### config.mk
export PLATFORM = sky130hd
export DESIGN_NAME = spd_core
export DESIGN_NICKNAME = d
export VERILOG_FILES = /design/src/inc/spd_pkg.sv /design/src/hdl/spd_core.sv /design/src/hdl/spd_shift.sv
export SDC_FILE = /design/constraint.sdc
export NUM_CORES = 1
export LEC_CHECK = 0
export BUFFER_PORTS_ARGS = -buffer_cell sky130_fd_sc_hd__buf_2
export CORE_MARGIN = 4
export CORE_UTILIZATION = 39
export DETAILED_ROUTE_END_ITERATION = 10
export HOLD_SLACK_MARGIN = 0.05
export SLEW_MARGIN = 10
export SYNTH_ARGS = -nofsm -noshare
export SYNTH_HDL_FRONTEND = slang
export SYNTH_HIERARCHICAL = 1
export SYNTH_SLANG_ARGS = --single-unit
### constraint.sdc
create_clock -name sys_clk -period 2.2 [get_ports sys_clk]
set_input_delay 0.22 -clock sys_clk [delete_from_list [all_inputs] [get_ports sys_clk]]
set_output_delay 0.22 -clock sys_clk [all_outputs]
set_load 0.02 [all_outputs]
### src/inc/spd_pkg.sv
/*
  shared constants and types of the serial data register path.
  assumes a 25 MHz system clock and a link clock of 320 ns period.
*/
`default_nettype none
package spd_pkg;
  // ****************************************
  // timing
  // ****************************************
  localparam int SYS_PERIOD_NS = 40;
  localparam int LINK_PERIOD_NS = 320;
  // longest half period, rounded down
  localparam int HALF_CYC = LINK_PERIOD_NS / (2 * SYS_PERIOD_NS);
  localparam logic [2:0] HALF_LAST = 3'(HALF_CYC - 1);
  localparam logic [4:0] WORD_BITS = 5'h10;
  // ****************************************
  // register map (index, byte address is four times it)
  // ****************************************
  localparam logic [3:0] IDX_CTRL = 4'h0;
  localparam logic [3:0] IDX_STAT = 4'h3;
  localparam logic [3:0] IDX_HI = 4'h4;
  localparam logic [3:0] IDX_LO = 4'h5;
  localparam logic [3:0] IDX_ISTAT = 4'h8;
  localparam logic [3:0] IDX_IMASK = 4'h9;
  localparam int CT_EN = 0;
  localparam int CT_MST = 1;
  localparam int SB_RFF = 0;
  localparam int SB_TEF = 1;
  localparam int SB_HELD = 2;
  localparam int SB_BUSY = 3;
  localparam int EV_RX = 0;
  localparam int EV_TX = 1;
  localparam int EV_DROP = 2;
  localparam logic [15:0] DATA_RST = 16'h0000;
  localparam logic [1:0] RESP_OKAY = 2'h0;
  localparam logic [1:0] RESP_SLVERR = 2'h2;
  localparam logic [3:0] SYNC_RST = 4'h1;
  // ****************************************
  // types
  // ****************************************
  typedef enum logic [1:0] {
    ST_IDLE = 2'b00,
    ST_SHIFT = 2'b01,
    ST_TAIL = 2'b11
  } spd_state_t;
  typedef struct packed {
    logic sck;
    logic mosi;
    logic miso;
    logic ss_n;
  } spd_link_in_t;
  typedef struct packed {
    logic sck_o;
    logic sck_oe;
    logic mosi_o;
    logic mosi_oe;
    logic miso_o;
    logic miso_oe;
    logic ss_n_o;
    logic ss_n_oe;
  } spd_link_out_t;
  localparam spd_link_out_t LINK_OUT_RST = 8'h02;
  typedef struct packed {
    logic took;
    logic start;
    logic done;
    logic busy;
  } spd_evt_t;
endpackage
`default_nettype wire
### src/hdl/spd_core.sv
/*
  serial data register path with an AXI4-Lite register slave.
  assumes AXI on sys_clk and link pins from outside the clock domain.
*/
// Added by the designer: the AXI4-Lite interface to the registers.
// What this block does
// - data word as high and low bytes
// - read gives received, write gives transmit word
// - written word is queued for shifting out
// - master sends queued word after previous ends
// - transmit empty flag shows room for word
// - empty clears on low write after read
// - high byte writes never touch empty flag
// - first word moves in, full flag set
// - second word held, data register kept
// - serviced before third start: held moves in
// - third start first: held word discarded
`timescale 1ns/1ps
`default_nettype none
module spd_core (
  input wire logic sys_clk,
  input wire logic rst_n,
  input wire logic [5:0] s_axi_awaddr,
  input wire logic s_axi_awvalid,
  output logic s_axi_awready,
  input wire logic [31:0] s_axi_wdata,
  input wire logic [3:0] s_axi_wstrb,
  input wire logic s_axi_wvalid,
  output logic s_axi_wready,
  output logic [1:0] s_axi_bresp,
  output logic s_axi_bvalid,
  input wire logic s_axi_bready,
  input wire logic [5:0] s_axi_araddr,
  input wire logic s_axi_arvalid,
  output logic s_axi_arready,
  output logic [31:0] s_axi_rdata,
  output logic [1:0] s_axi_rresp,
  output logic s_axi_rvalid,
  input wire logic s_axi_rready,
  input wire spd_pkg::spd_link_in_t link_in,
  output var spd_pkg::spd_link_out_t link_out,
  output logic irq
);
  import spd_pkg::*;

  // ****************************************
  // address decode
  // ****************************************
  // bit 4 marks a mapped word-aligned address
  function automatic logic [4:0] decode(input logic [5:0] addr);
    logic [3:0] idx;
    idx = addr[5:2];
    if (addr[1:0] != 2'h0) begin
      decode = 5'h00;
    end else if (idx == IDX_CTRL || idx == IDX_STAT) begin
      decode = {1'b1, idx};
    end else if (idx == IDX_HI || idx == IDX_LO) begin
      decode = {1'b1, idx};
    end else if (idx == IDX_ISTAT || idx == IDX_IMASK) begin
      decode = {1'b1, idx};
    end else begin
      decode = 5'h00;
    end
  endfunction

  // ****************************************
  // declarations
  // ****************************************
  logic aw_full, next_aw_full, w_full, next_w_full;
  logic [5:0] aw_addr, next_aw_addr;
  logic [7:0] w_byte, next_w_byte;
  logic w_lane, next_w_lane;
  logic next_awready, next_wready, next_bvalid, next_arready, next_rvalid;
  logic [1:0] next_bresp, next_rresp;
  logic [31:0] next_rdata;
  logic [4:0] wr_dec, rd_dec;
  logic wr_fire, rd_fire, wr_en;
  logic [7:0] rd_byte, stat_byte;
  logic ctrl_en, next_ctrl_en, ctrl_mst, next_ctrl_mst;
  logic [7:0] tx_hi, next_tx_hi;
  logic [15:0] tx_q, next_tx_q, rdr, next_rdr, held, next_held;
  logic held_valid, next_held_valid;
  logic tef, next_tef, tef_armed, next_tef_armed;
  logic rff, next_rff, rff_armed, next_rff_armed;
  logic [2:0] int_stat, next_int_stat, int_mask, next_int_mask, ev;
  logic next_irq, took_set, service, wr_lo, wr_hi;
  spd_evt_t evt;
  logic [15:0] eng_rx;

  assign wr_dec = decode(aw_addr);
  assign rd_dec = decode(s_axi_araddr);
  assign wr_fire = aw_full && w_full && !s_axi_bvalid;
  assign rd_fire = s_axi_arvalid && s_axi_arready;
  assign wr_en = wr_fire && wr_dec[4] && w_lane;
  assign wr_lo = wr_en && wr_dec[3:0] == IDX_LO;
  assign wr_hi = wr_en && wr_dec[3:0] == IDX_HI;
  // only a word actually queued counts as leaving the register
  assign took_set = evt.took && !tef;
  assign service = rd_fire && rd_dec == {1'b1, IDX_LO} && rff_armed && rff;

  // ****************************************
  // shift engine
  // ****************************************
  spd_shift u_shift (
    .sys_clk(sys_clk),
    .rst_n(rst_n),
    .enable(ctrl_en),
    .master(ctrl_mst),
    .start_req(!tef),
    .tx_word(tx_q),
    .link_in(link_in),
    .link_out(link_out),
    .evt(evt),
    .rx_word(eng_rx)
  );

  // ****************************************
  // read mux
  // ****************************************
  always_comb begin
    stat_byte = 8'h00;
    stat_byte[SB_RFF] = rff;
    stat_byte[SB_TEF] = tef;
    stat_byte[SB_HELD] = held_valid;
    stat_byte[SB_BUSY] = evt.busy;
    if (rd_dec == {1'b1, IDX_CTRL}) begin
      rd_byte = {6'h00, ctrl_mst, ctrl_en};
    end else if (rd_dec == {1'b1, IDX_STAT}) begin
      rd_byte = stat_byte;
    end else if (rd_dec == {1'b1, IDX_HI}) begin
      rd_byte = rdr[15:8];
    end else if (rd_dec == {1'b1, IDX_LO}) begin
      rd_byte = rdr[7:0];
    end else if (rd_dec == {1'b1, IDX_ISTAT}) begin
      rd_byte = {5'h00, int_stat};
    end else if (rd_dec == {1'b1, IDX_IMASK}) begin
      rd_byte = {5'h00, int_mask};
    end else begin
      rd_byte = 8'h00;
    end
  end

  // ****************************************
  // bus channels
  // ****************************************
  always_comb begin
    next_aw_full = aw_full;
    next_aw_addr = aw_addr;
    next_w_full = w_full;
    next_w_byte = w_byte;
    next_w_lane = w_lane;
    next_bvalid = s_axi_bvalid;
    next_bresp = s_axi_bresp;
    next_rvalid = s_axi_rvalid;
    next_rdata = s_axi_rdata;
    next_rresp = s_axi_rresp;
    if (s_axi_awvalid && s_axi_awready) begin
      next_aw_full = 1'b1;
      next_aw_addr = s_axi_awaddr;
    end
    if (s_axi_wvalid && s_axi_wready) begin
      next_w_full = 1'b1;
      next_w_byte = s_axi_wdata[7:0];
      next_w_lane = s_axi_wstrb[0];
    end
    if (wr_fire) begin
      next_aw_full = 1'b0;
      next_w_full = 1'b0;
      next_bvalid = 1'b1;
      next_bresp = wr_dec[4] ? RESP_OKAY : RESP_SLVERR;
    end else if (s_axi_bvalid && s_axi_bready) begin
      next_bvalid = 1'b0;
    end
    if (rd_fire) begin
      next_rvalid = 1'b1;
      next_rdata = {24'h000000, rd_byte};
      next_rresp = rd_dec[4] ? RESP_OKAY : RESP_SLVERR;
    end else if (s_axi_rvalid && s_axi_rready) begin
      next_rvalid = 1'b0;
    end
    next_awready = !next_aw_full && !next_bvalid;
    next_wready = !next_w_full && !next_bvalid;
    next_arready = !next_rvalid;
  end

  always_ff @(posedge sys_clk) begin
    if (!rst_n) begin
      aw_full <= 1'b0;
      aw_addr <= 6'h00;
      w_full <= 1'b0;
      w_byte <= 8'h00;
      w_lane <= 1'b0;
      s_axi_awready <= 1'b0;
      s_axi_wready <= 1'b0;
      s_axi_bvalid <= 1'b0;
      s_axi_bresp <= RESP_OKAY;
      s_axi_arready <= 1'b0;
      s_axi_rvalid <= 1'b0;
      s_axi_rdata <= 32'h00000000;
      s_axi_rresp <= RESP_OKAY;
    end else begin
      aw_full <= next_aw_full;
      aw_addr <= next_aw_addr;
      w_full <= next_w_full;
      w_byte <= next_w_byte;
      w_lane <= next_w_lane;
      s_axi_awready <= next_awready;
      s_axi_wready <= next_wready;
      s_axi_bvalid <= next_bvalid;
      s_axi_bresp <= next_bresp;
      s_axi_arready <= next_arready;
      s_axi_rvalid <= next_rvalid;
      s_axi_rdata <= next_rdata;
      s_axi_rresp <= next_rresp;
    end
  end

  // ****************************************
  // data path and flags
  // ****************************************
  always_comb begin
    next_ctrl_en = ctrl_en;
    next_ctrl_mst = ctrl_mst;
    next_tx_hi = tx_hi;
    next_tx_q = tx_q;
    next_rdr = rdr;
    next_held = held;
    next_held_valid = held_valid;
    next_tef = tef;
    next_tef_armed = tef_armed;
    next_rff = rff;
    next_rff_armed = rff_armed;
    next_int_mask = int_mask;
    ev = 3'h0;
    if (wr_en && wr_dec[3:0] == IDX_CTRL) begin
      next_ctrl_en = w_byte[CT_EN];
      next_ctrl_mst = w_byte[CT_MST];
    end
    if (wr_en && wr_dec[3:0] == IDX_IMASK) begin
      next_int_mask = w_byte[2:0];
    end
    if (wr_hi) begin
      next_tx_hi = w_byte;
    end
    // an unarmed low write is dropped so a busy word is never corrupted
    if (wr_lo) begin
      next_tef_armed = 1'b0;
      if (tef && tef_armed) begin
        next_tx_q = {tx_hi, w_byte};
        next_tef = 1'b0;
      end
    end
    if (rd_fire && rd_dec == {1'b1, IDX_STAT}) begin
      if (tef) begin
        next_tef_armed = 1'b1;
      end
      if (rff) begin
        next_rff_armed = 1'b1;
      end
    end
    if (took_set) begin
      next_tef = 1'b1;
      ev[EV_TX] = 1'b1;
    end
    if (service) begin
      next_rff_armed = 1'b0;
      if (held_valid) begin
        next_rdr = held;
        next_held_valid = 1'b0;
      end else begin
        next_rff = 1'b0;
      end
    end
    // the start of the next frame discards the held word
    if (evt.start && held_valid && !service) begin
      next_held_valid = 1'b0;
      ev[EV_DROP] = 1'b1;
    end
    // a word landing in the clearing cycle still sets the flag
    if (evt.done) begin
      if (!rff || (service && !held_valid)) begin
        next_rdr = eng_rx;
        next_rff = 1'b1;
        ev[EV_RX] = 1'b1;
      end else begin
        next_held = eng_rx;
        next_held_valid = 1'b1;
      end
    end
    next_int_stat = int_stat | ev;
    if (wr_en && wr_dec[3:0] == IDX_ISTAT) begin
      next_int_stat = (int_stat & ~w_byte[2:0]) | ev;
    end
    next_irq = |(next_int_stat & next_int_mask);
  end

  always_ff @(posedge sys_clk) begin
    if (!rst_n) begin
      ctrl_en <= 1'b0;
      ctrl_mst <= 1'b0;
      tx_hi <= 8'h00;
      tx_q <= DATA_RST;
      rdr <= DATA_RST;
      held <= DATA_RST;
      held_valid <= 1'b0;
      tef <= 1'b1;
      tef_armed <= 1'b0;
      rff <= 1'b0;
      rff_armed <= 1'b0;
      int_stat <= 3'h0;
      int_mask <= 3'h0;
      irq <= 1'b0;
    end else begin
      ctrl_en <= next_ctrl_en;
      ctrl_mst <= next_ctrl_mst;
      tx_hi <= next_tx_hi;
      tx_q <= next_tx_q;
      rdr <= next_rdr;
      held <= next_held;
      held_valid <= next_held_valid;
      tef <= next_tef;
      tef_armed <= next_tef_armed;
      rff <= next_rff;
      rff_armed <= next_rff_armed;
      int_stat <= next_int_stat;
      int_mask <= next_int_mask;
      irq <= next_irq;
    end
  end

  // ****************************************
  // checks
  // ****************************************
  a_reset_zero: assert property (@(posedge sys_clk) disable iff (!rst_n)
    $rose(rst_n) |-> rdr == DATA_RST && tx_q == DATA_RST && tx_hi == 8'h00)
    else $error("data bytes not zero after reset");
  a_read_low: assert property (@(posedge sys_clk) disable iff (!rst_n)
    (rd_fire && rd_dec == {1'b1, IDX_LO}) |=> s_axi_rvalid && s_axi_rdata[7:0] == $past(rdr[7:0]))
    else $error("low byte read does not return received data");
  a_queue_word: assert property (@(posedge sys_clk) disable iff (!rst_n)
    (wr_lo && tef && tef_armed) |=> tx_q == {$past(tx_hi), $past(w_byte)})
    else $error("written word not queued");
  a_tef_set: assert property (@(posedge sys_clk) disable iff (!rst_n)
    took_set |=> tef)
    else $error("empty flag not raised when word taken");
  a_tef_clear: assert property (@(posedge sys_clk) disable iff (!rst_n)
    (wr_lo && tef && tef_armed) |=> !tef)
    else $error("empty flag kept after armed low write");
  a_tef_cause: assert property (@(posedge sys_clk) disable iff (!rst_n)
    $fell(tef) |-> $past(wr_lo) && $past(tef_armed))
    else $error("empty flag cleared without armed low write");
  a_hi_keeps: assert property (@(posedge sys_clk) disable iff (!rst_n)
    (wr_hi && !took_set) |=> tef == $past(tef))
    else $error("high byte write changed empty flag");
  a_rx_load: assert property (@(posedge sys_clk) disable iff (!rst_n)
    (evt.done && !rff) |=> rff && rdr == $past(eng_rx))
    else $error("received word not loaded");
  a_hold_keep: assert property (@(posedge sys_clk) disable iff (!rst_n)
    (evt.done && rff && !service) |=> held_valid && $stable(rdr))
    else $error("second word disturbed data register");
  a_held_move: assert property (@(posedge sys_clk) disable iff (!rst_n)
    (service && held_valid && !evt.done) |=> rff && rdr == $past(held))
    else $error("held word not moved on service");
  a_held_drop: assert property (@(posedge sys_clk) disable iff (!rst_n)
    (evt.start && held_valid && !service) |=> !held_valid && $stable(rdr))
    else $error("held word survived a third start");
  a_rff_clear: assert property (@(posedge sys_clk) disable iff (!rst_n)
    (service && !held_valid && !evt.done) |=> !rff)
    else $error("full flag not cleared by service");
endmodule
`default_nettype wire

### src/hdl/spd_shift.sv
/*
  16-bit shift engine, mode 0, msb first, master or slave.
  assumes link pins arrive asynchronously and are synchronised here.
*/
`timescale 1ns/1ps
`default_nettype none
module spd_shift (
  input wire logic sys_clk,
  input wire logic rst_n,
  input wire logic enable,
  input wire logic master,
  input wire logic start_req,
  input wire logic [15:0] tx_word,
  input wire spd_pkg::spd_link_in_t link_in,
  output var spd_pkg::spd_link_out_t link_out,
  output var spd_pkg::spd_evt_t evt,
  output logic [15:0] rx_word
);
  import spd_pkg::*;
  logic [3:0] sync1, sync2, prev;
  spd_state_t state, next_state;
  logic [2:0] div, next_div;
  logic [4:0] bits, next_bits;
  logic [15:0] shreg, next_shreg, next_rx;
  spd_link_out_t next_out;
  spd_evt_t next_evt;
  logic sck_s, mosi_s, miso_s, ss_s, sck_rise, sck_fall, ss_fall;

  assign {sck_s, mosi_s, miso_s, ss_s} = sync2;
  assign sck_rise = sck_s & ~prev[3];
  assign sck_fall = ~sck_s & prev[3];
  assign ss_fall = ~ss_s & prev[0];

  // ****************************************
  // next state
  // ****************************************
  always_comb begin
    next_state = state;
    next_div = div;
    next_bits = bits;
    next_shreg = shreg;
    next_rx = rx_word;
    next_out = link_out;
    next_evt = '0;
    next_evt.busy = (state != ST_IDLE);
    next_out.sck_oe = enable & master;
    next_out.mosi_oe = enable & master;
    next_out.ss_n_oe = enable & master;
    if (!enable) begin
      next_out.miso_oe = 1'b0;
      next_out.ss_n_o = 1'b1;
      next_out.sck_o = 1'b0;
      next_state = ST_IDLE;
    end else begin
      case (state)
        ST_IDLE: begin
          // master starts on any queued word without software help
          if ((master && start_req) || (!master && ss_fall)) begin
            next_shreg = tx_word;
            next_bits = 5'h00;
            next_div = 3'h0;
            next_out.mosi_o = tx_word[15];
            next_out.miso_o = tx_word[15];
            next_out.miso_oe = !master;
            next_out.ss_n_o = !master;
            next_out.sck_o = 1'b0;
            next_evt.took = 1'b1;
            next_evt.start = 1'b1;
            next_state = ST_SHIFT;
          end
        end
        ST_SHIFT: begin
          if (master) begin
            next_div = div + 3'h1;
            if (div == HALF_LAST) begin
              next_div = 3'h0;
              next_out.sck_o = ~link_out.sck_o;
              if (!link_out.sck_o) begin
                next_shreg = {shreg[14:0], miso_s};
                next_bits = bits + 5'h01;
              end else if (bits == WORD_BITS) begin
                next_rx = shreg;
                next_evt.done = 1'b1;
                next_state = ST_TAIL;
              end else begin
                next_out.mosi_o = shreg[15];
              end
            end
          end else if (ss_s) begin
            // select released early: the frame is dropped
            next_out.miso_oe = 1'b0;
            next_state = ST_IDLE;
          end else if (sck_rise) begin
            next_shreg = {shreg[14:0], mosi_s};
            next_bits = bits + 5'h01;
            if (bits == WORD_BITS - 5'h01) begin
              next_rx = {shreg[14:0], mosi_s};
              next_evt.done = 1'b1;
              next_state = ST_TAIL;
            end
          end else if (sck_fall) begin
            next_out.miso_o = shreg[15];
          end
        end
        ST_TAIL: begin
          if (master) begin
            next_div = div + 3'h1;
            if (div == HALF_LAST) begin
              next_out.ss_n_o = 1'b1;
              next_state = ST_IDLE;
            end
          end else if (ss_s) begin
            next_out.miso_oe = 1'b0;
            next_state = ST_IDLE;
          end
        end
        default: begin
          next_state = ST_IDLE;
        end
      endcase
    end
  end

  // ****************************************
  // registers
  // ****************************************
  always_ff @(posedge sys_clk) begin
    if (!rst_n) begin
      sync1 <= SYNC_RST;
      sync2 <= SYNC_RST;
      prev <= SYNC_RST;
      state <= ST_IDLE;
      div <= 3'h0;
      bits <= 5'h00;
      shreg <= DATA_RST;
      rx_word <= DATA_RST;
      link_out <= LINK_OUT_RST;
      evt <= '0;
    end else begin
      sync1 <= link_in;
      sync2 <= sync1;
      prev <= sync2;
      state <= next_state;
      div <= next_div;
      bits <= next_bits;
      shreg <= next_shreg;
      rx_word <= next_rx;
      link_out <= next_out;
      evt <= next_evt;
    end
  end

  a_master_start: assert property (@(posedge sys_clk) disable iff (!rst_n)
    (state == ST_IDLE && enable && master && start_req) |=> state == ST_SHIFT && !link_out.ss_n_o)
    else $error("master did not start a queued word");
endmodule
`default_nettype wire

==> results.toml, run 1 <==
[status]
status = "completed"

[critical_path]
crit_path_start_kind = "register"
crit_chain = "or4b_4 > a211oi_4 > and2_1 > o211a_1"
critPathKind = "register to register"
slowest_stage = "or4b_4"
crit_required_ns = 2.58
ff2ff_path_depth = 4
slowest_delay_ns = 0.61
arrival_ns = 2.40
cp-end-kind = "register"
critPathMaxFanout = 16

[grt]
gr-total-overflow = 0
grt_pass1_vias = 5215
grt_pass1_wl_um = 27000
grt_max_degree = 42
track_usage_pct = 15.5
antenna_found_initial = 0

[placement]
placed_cell_area_um2 = 7850
hpwl_um = 11600
gp_congestion = 0.812
placed_cells = 1053
io_buffers = 55

[sta]
min_period_ns = 2.02
hold_ws_ns = 0.113
setup_violations = 0
hold_viol_final = 0
tightest_slew_ns = 0.573
max_freq_mhz = 494
grt_setup_unrepaired = "false"
finClkSkew_ns = 0.00940
tns_ns = 0
relSlewSlack_pct = 61.8
finalMaxSlewViolations = 0
finalCritPeriodShare_pct = 92.0

[floorplan]
fp.dieW_um = 146
start_util_pct = 39.7
pin_count = 109
coreArea_um2 = 18800
core.rowCount = 50
die_height_um = 146
dieArea_um2 = 21400

[synth]
ys_seq_elements = 163
yosys_warnings = 6
async_flop_share_pct = 0
synth_largest_area_cell = "dfxtp_1"
synthCells = 793
synth_cell_types = 70
synth_top_cell_area_share_pct = 43.8
synth_area_um2 = 7460
synthFlopType = "dfxtp_1"
seq_area_frac_synth_pct = 43.8
yosys-top-cells-count = "dfxtp_1 (163), mux2i_1 (100), nor2_1 (71), nand2_1 (58), a21oi_1 (49)"
synth-edff-count = 0
yosysMostFrequentCell = "dfxtp_1"
avgSynthCellArea_um2 = 9.41
netlist_top_cells_area = "dfxtp_1 (44%), mux2i_1 (13%), o211a_1 (4.4%)"

[layout]
diodes = 0
final_core_util_pct = 46.1
area_growth_pct = 16.0
nets = 923
postLayoutCellArea_um2 = 8650
drive_gt1_share_pct = 16.1
fin_cells = 1105

[routing]
totalWireLength_um = 16400
ant_nets = 0
wire_per_inst_um = 14.8
drtPass1Iterations = 5
first_iter_violations = 377
vias = 5696
avgViaCountPerCell = 5.15
drc = 0

[clocking]
postCtsSetupRepairBufs = 0
cts_buffers = 17
cts_root_buf = "clkbuf_16"
clk_path_buf_depth = 2
htreeDepth = 4
clock_sinks = 163
clkSlewWorstSetupHoldPaths_ns = 0.07
cts_resized = 0
cts_tree = "built"
insertion_delay_ns = 0.43

[pwr]
p_clk_share_pct = 47.5
power_density_nw_per_um2 = 736
leakagePower_nw = 3.92
ir_drop_uv = 477
swShare_pct = 23.9
p_sw_mw = 1.52
comb_power_share_pct = 5.1
internal_power_mw = 4.84
power.share.sequential_pct = 47.4

[min_path]
hold_path_depth = 3
min_path_type = "input port to register"

[flow_run]
max_cap_viol_count = 0
-- logic make-up (layout without fill, tap and decap cells) --
family | after synthesis | count (layout) | synth area share [%]
simple gates | 270 | 270 | 18.6
compound gates | 154 | 154 | 15.1
flops | 163 | 163 | 43.8
fa+ha+maj | 6 | 6 | 1.01
buf+inv | 95 | 148 | 7.43
xor+xnor | 1 | 1 | 0.117
mux | 103 | 103 | 13.9
other cells | 1 | 26 | 0.0503
-- metrics by stage --
stage | worst slack, ns | total power [mW]
after floorplan | 0.243 | 3.32
after global placement | 0.202 | 3.38
after detailed placement | 0.159 | 3.38
after CTS | 0.150 | 6.45
after global routing | 0.0760 | 6.62
final | 0.176 | 6.37
-- final timing paths --
path | slack, ns | from | to
max | 0.18 | ctrl_mst | u_shift/rx_word[2]
min | 0.11 | s_axi_bready | s_axi_bvalid
max reg2reg | 0.18 | ctrl_mst | u_shift/rx_word[2]
min reg2reg | 0.42 | u_shift/sync1[0] | u_shift/sync2[0]
-- state kept, by name, summed over array words and instances, names as in the netlist, 8 cells and up --
register,cells
w_byte,8
tx_q,16
held,16
u_shift/shreg,16
tx_hi,8
u_shift/rx_word,16
s_axi_rdata,8
rdr,16
-- worst max-delay path: cells and delay by family, from the launching register on --
kind	cells	cell delay (ns)
AO/OA/AOI/OAI	2	0.47
flip-flops	1	0.38
AND/OR/NAND/NOR	2	1.13
-- cell usage in the layout, fill, tap and decap left out, types with 4 or more instances in the layout --
cell type and n:
clkbuf_16 17, and3_1 8, inv_6 5, a21oi_1 49
nand4b_1 4, inv_1 11, a21boi_0 4, dlygate4sd3_1 20
nand3b_1 6, dfxtp_1 163, conb_1 26, nor2_1 71
or3_1 5, buf_4 28, nor3_1 13, nand3_1 47
mux2i_1 100, a21o_1 4, o21ai_0 11, nor4_1 4
nand2_1 58, and2_1 14, nor2b_1 8, o211a_1 33
ha_1 6, buf_2 55, o21ai_1 15, nand2b_1 12
-- power groups by stage --
stage / Combinational [mW] / Sequential, mW / Clock, mW
6_report: 0.323 / 3.02 / 3.03
5_1_grt: 0.357 / 3.02 / 3.24
4_1_cts: 0.325 / 3.02 / 3.11
3_5_place_dp: 0.297 / 3.08 / 0
3_3_place_gp: 0.298 / 3.08 / 0
2_1_floorplan: 0.233 / 3.08 / 0
-- timing repair --
item / in CTS / in global routing
hold buffers: 20 / 0
endpoints found under the hold margin: 20 / 0
endpoints found under the setup margin: 0 / 0
-- layout make-up --
class | instances | area (um^2)
timing repair buffer | 104 | 706
clock buffer | 18 | 439
sequential | 163 | 3260
tap | 234 | 293
inverter | 12 | 45.0
fill | 1815 | 10100
clock inverter | 14 | 165
multi-input combinational | 560 | 3740
-- routing by layer --
layer | vias to the layer above | GRT usage, % | wire length (um)
met5 | - | 0 | 0
met4 | 0 | 4.66 | 184
met3 | 18 | 3.48 | 603
met2 | 100 | 24.4 | 7560
met1 | 2665 | 21.2 | 8030
li1 | 2913 | - | -
Power figures use the tool's default switching activity.
==> inputs of run 2 (changes only) <==
clock period = 2 ns   (was 2.2 ns; I/O delays follow)
==> run 2 against run 1 <==
  * Total power increased by 10%
  * Die area unchanged
  * Sequential cell count did not move
  * Clock power increased by 10%
  * Via count increased by 0.77%
  * Critical path type unchanged
  * Largest cell class unchanged
  * Largest power group unchanged
==> results.toml, run 2 (synthesized netlist as in run 1, its figures left out) <==
[layout]
drive_gt1_share_pct = 16.8
fin_cells = 1111
ff_latch_area_um2 = 3260
nets = 930
final_common_cell = "dfxtp_1"
diodes = 0
multi_input_area_um2 = 3750
fillers = 1845
area_growth_pct = 17.3
postLayoutCellArea_um2 = 8750
mostFrequentLayoutCells = "dfxtp_1 (163), mux2i_1 (100), nor2_1 (71), nand2_1 (58), buf_2 (55)"

[critical_path]
crit_path_start_kind = "register"
crit_required_ns = 2.32
critPathKind = "register to register"
rrSetupSlack_ns = 0.08
arrival_ns = 2.24
cp-end-kind = "register"
critPathMaxFanout = 3

[grt]
antenna_found_initial = 0
grt_pass1_vias = 5518
gr-total-overflow = 0
grt_pass1_wl_um = 28400
grt_max_degree = 45
track_usage_pct = 16.2

[floorplan]
dieArea_um2 = 21400
die_height_um = 146
pin_count = 109
fp.dieW_um = 146
coreArea_um2 = 18800
start_util_pct = 39.7
core.rowCount = 50

[routing]
drc = 0
drtPass1Iterations = 6
avgViaCountPerCell = 5.17
totalWireLength_um = 16900
ant_nets = 0
first_iter_violations = 420
wire_per_inst_um = 15.2
vias = 5740

[clocking]
insertion_delay_ns = 0.42
cts_root_buf = "clkbuf_16"
postCtsSetupRepairBufs = 0
cts_buffers = 17
htreeDepth = 4
cts_tree = "built"
clkSlewWorstSetupHoldPaths_ns = 0.06
clock_sinks = 163
clk_path_buf_depth = 2

[sta]
hold_ws_ns = 0.0986
finalWorstSetupSlack_ns = 0.0821
min_period_ns = 1.92
grt_setup_unrepaired = "false"
finalCritPeriodShare_pct = 95.9
relSlewSlack_pct = 66.8
max_freq_mhz = 521
hold_viol_final = 0
tightest_slew_ns = 0.497
setup_violations = 0
finalMaxSlewViolations = 0
finClkSkew_ns = 0.00906

[pwr]
ir_drop_uv = 637
power.total_mw = 7.03
power_density_nw_per_um2 = 804
leakagePower_nw = 3.96

[placement]
io_buffers = 55
dp_slack_ns = -0.000500
hpwl_um = 12000
placed_cells = 1060
placed_cell_area_um2 = 7930
gp_congestion = 0.808

[status]
status = "completed"

[min_path]
min_path_type = "input port to register"

[flow_run]
max_cap_viol_count = 0
==> run 2: cell types whose count changed in the layout (fill, tap and decap cells not counted), sizes merged <==
cell / delta
buf: +7
clkbuf: +2
bufinv: +1
clkinvlp: +1
inv: -5
==> run 2: worst paths after layout <==
| kind | end | startpoint | cells after the start |
|---|---|---|---|
| min | s_axi_bvalid | s_axi_bready | 3 |
| max reg2reg | irq | aw_addr[0] | 4 |
| min reg2reg | u_shift/sync2[0] | u_shift/sync1[0] | 1 |
| max | irq | aw_addr[0] | 4 |
==> run 2: what timing repair did <==
action,4_1_cts,5_1_grt
endpoints found under the setup margin,1,4
hold buffers,20,0
hold endpoints to repair,20,0
pin swaps,0,1
resized for setup,1,2
==> run 2: through the flow <==
| step | setup TNS [ns] | util (%) |
|---|---|---|
| 2_1_floorplan | 0 | - |
| 3_5_place_dp | -0.000500 | 42.2 |
| 4_1_cts | 0 | 46.5 |
| 3_3_place_gp | 0 | 42.2 |
| 6_report | 0 | 46.6 |
| 5_1_grt | 0 | 46.6 |
==> run 2: report_power, final <==
part / internal (mW) / total, mW / switching [mW] / leakage, nW
combinational: 0.138 / 0.367 / 0.229 / 2.35
sequential: 3.28 / 3.32 / 0.0345 / 1.32
clock: 2.03 / 3.34 / 1.31 / 0.293
==> run 2: cell type report <==
cell class | count | share of cell area [%]
inverters | 12 | 0.515
clock buffers | 20 | 5.22
repair buffers | 111 | 9.00
clock inverters | 11 | 1.72
flip-flops and latches | 163 | 37.3
well taps | 234 | 3.35
multi-input cells | 560 | 42.9
==> run 2: critical path, cell delays in order, from the launching register on <==
cell and delay [ns]:
dfxtp_1 0.32, or4_4 0.54, or4_4 0.54, mux2i_1 0.16, o311ai_1 0.26
==> run 2: per-layer routing <==
metal  vias to the layer above  wire length (um)  global-route usage [%]
met5                         -                 0                       0
met4                         0               282                    5.79
met3                        16               485                    3.07
met2                        97              8180                    26.3
met1                      2712              7950                    21.6
li1                       2915                 -                       -
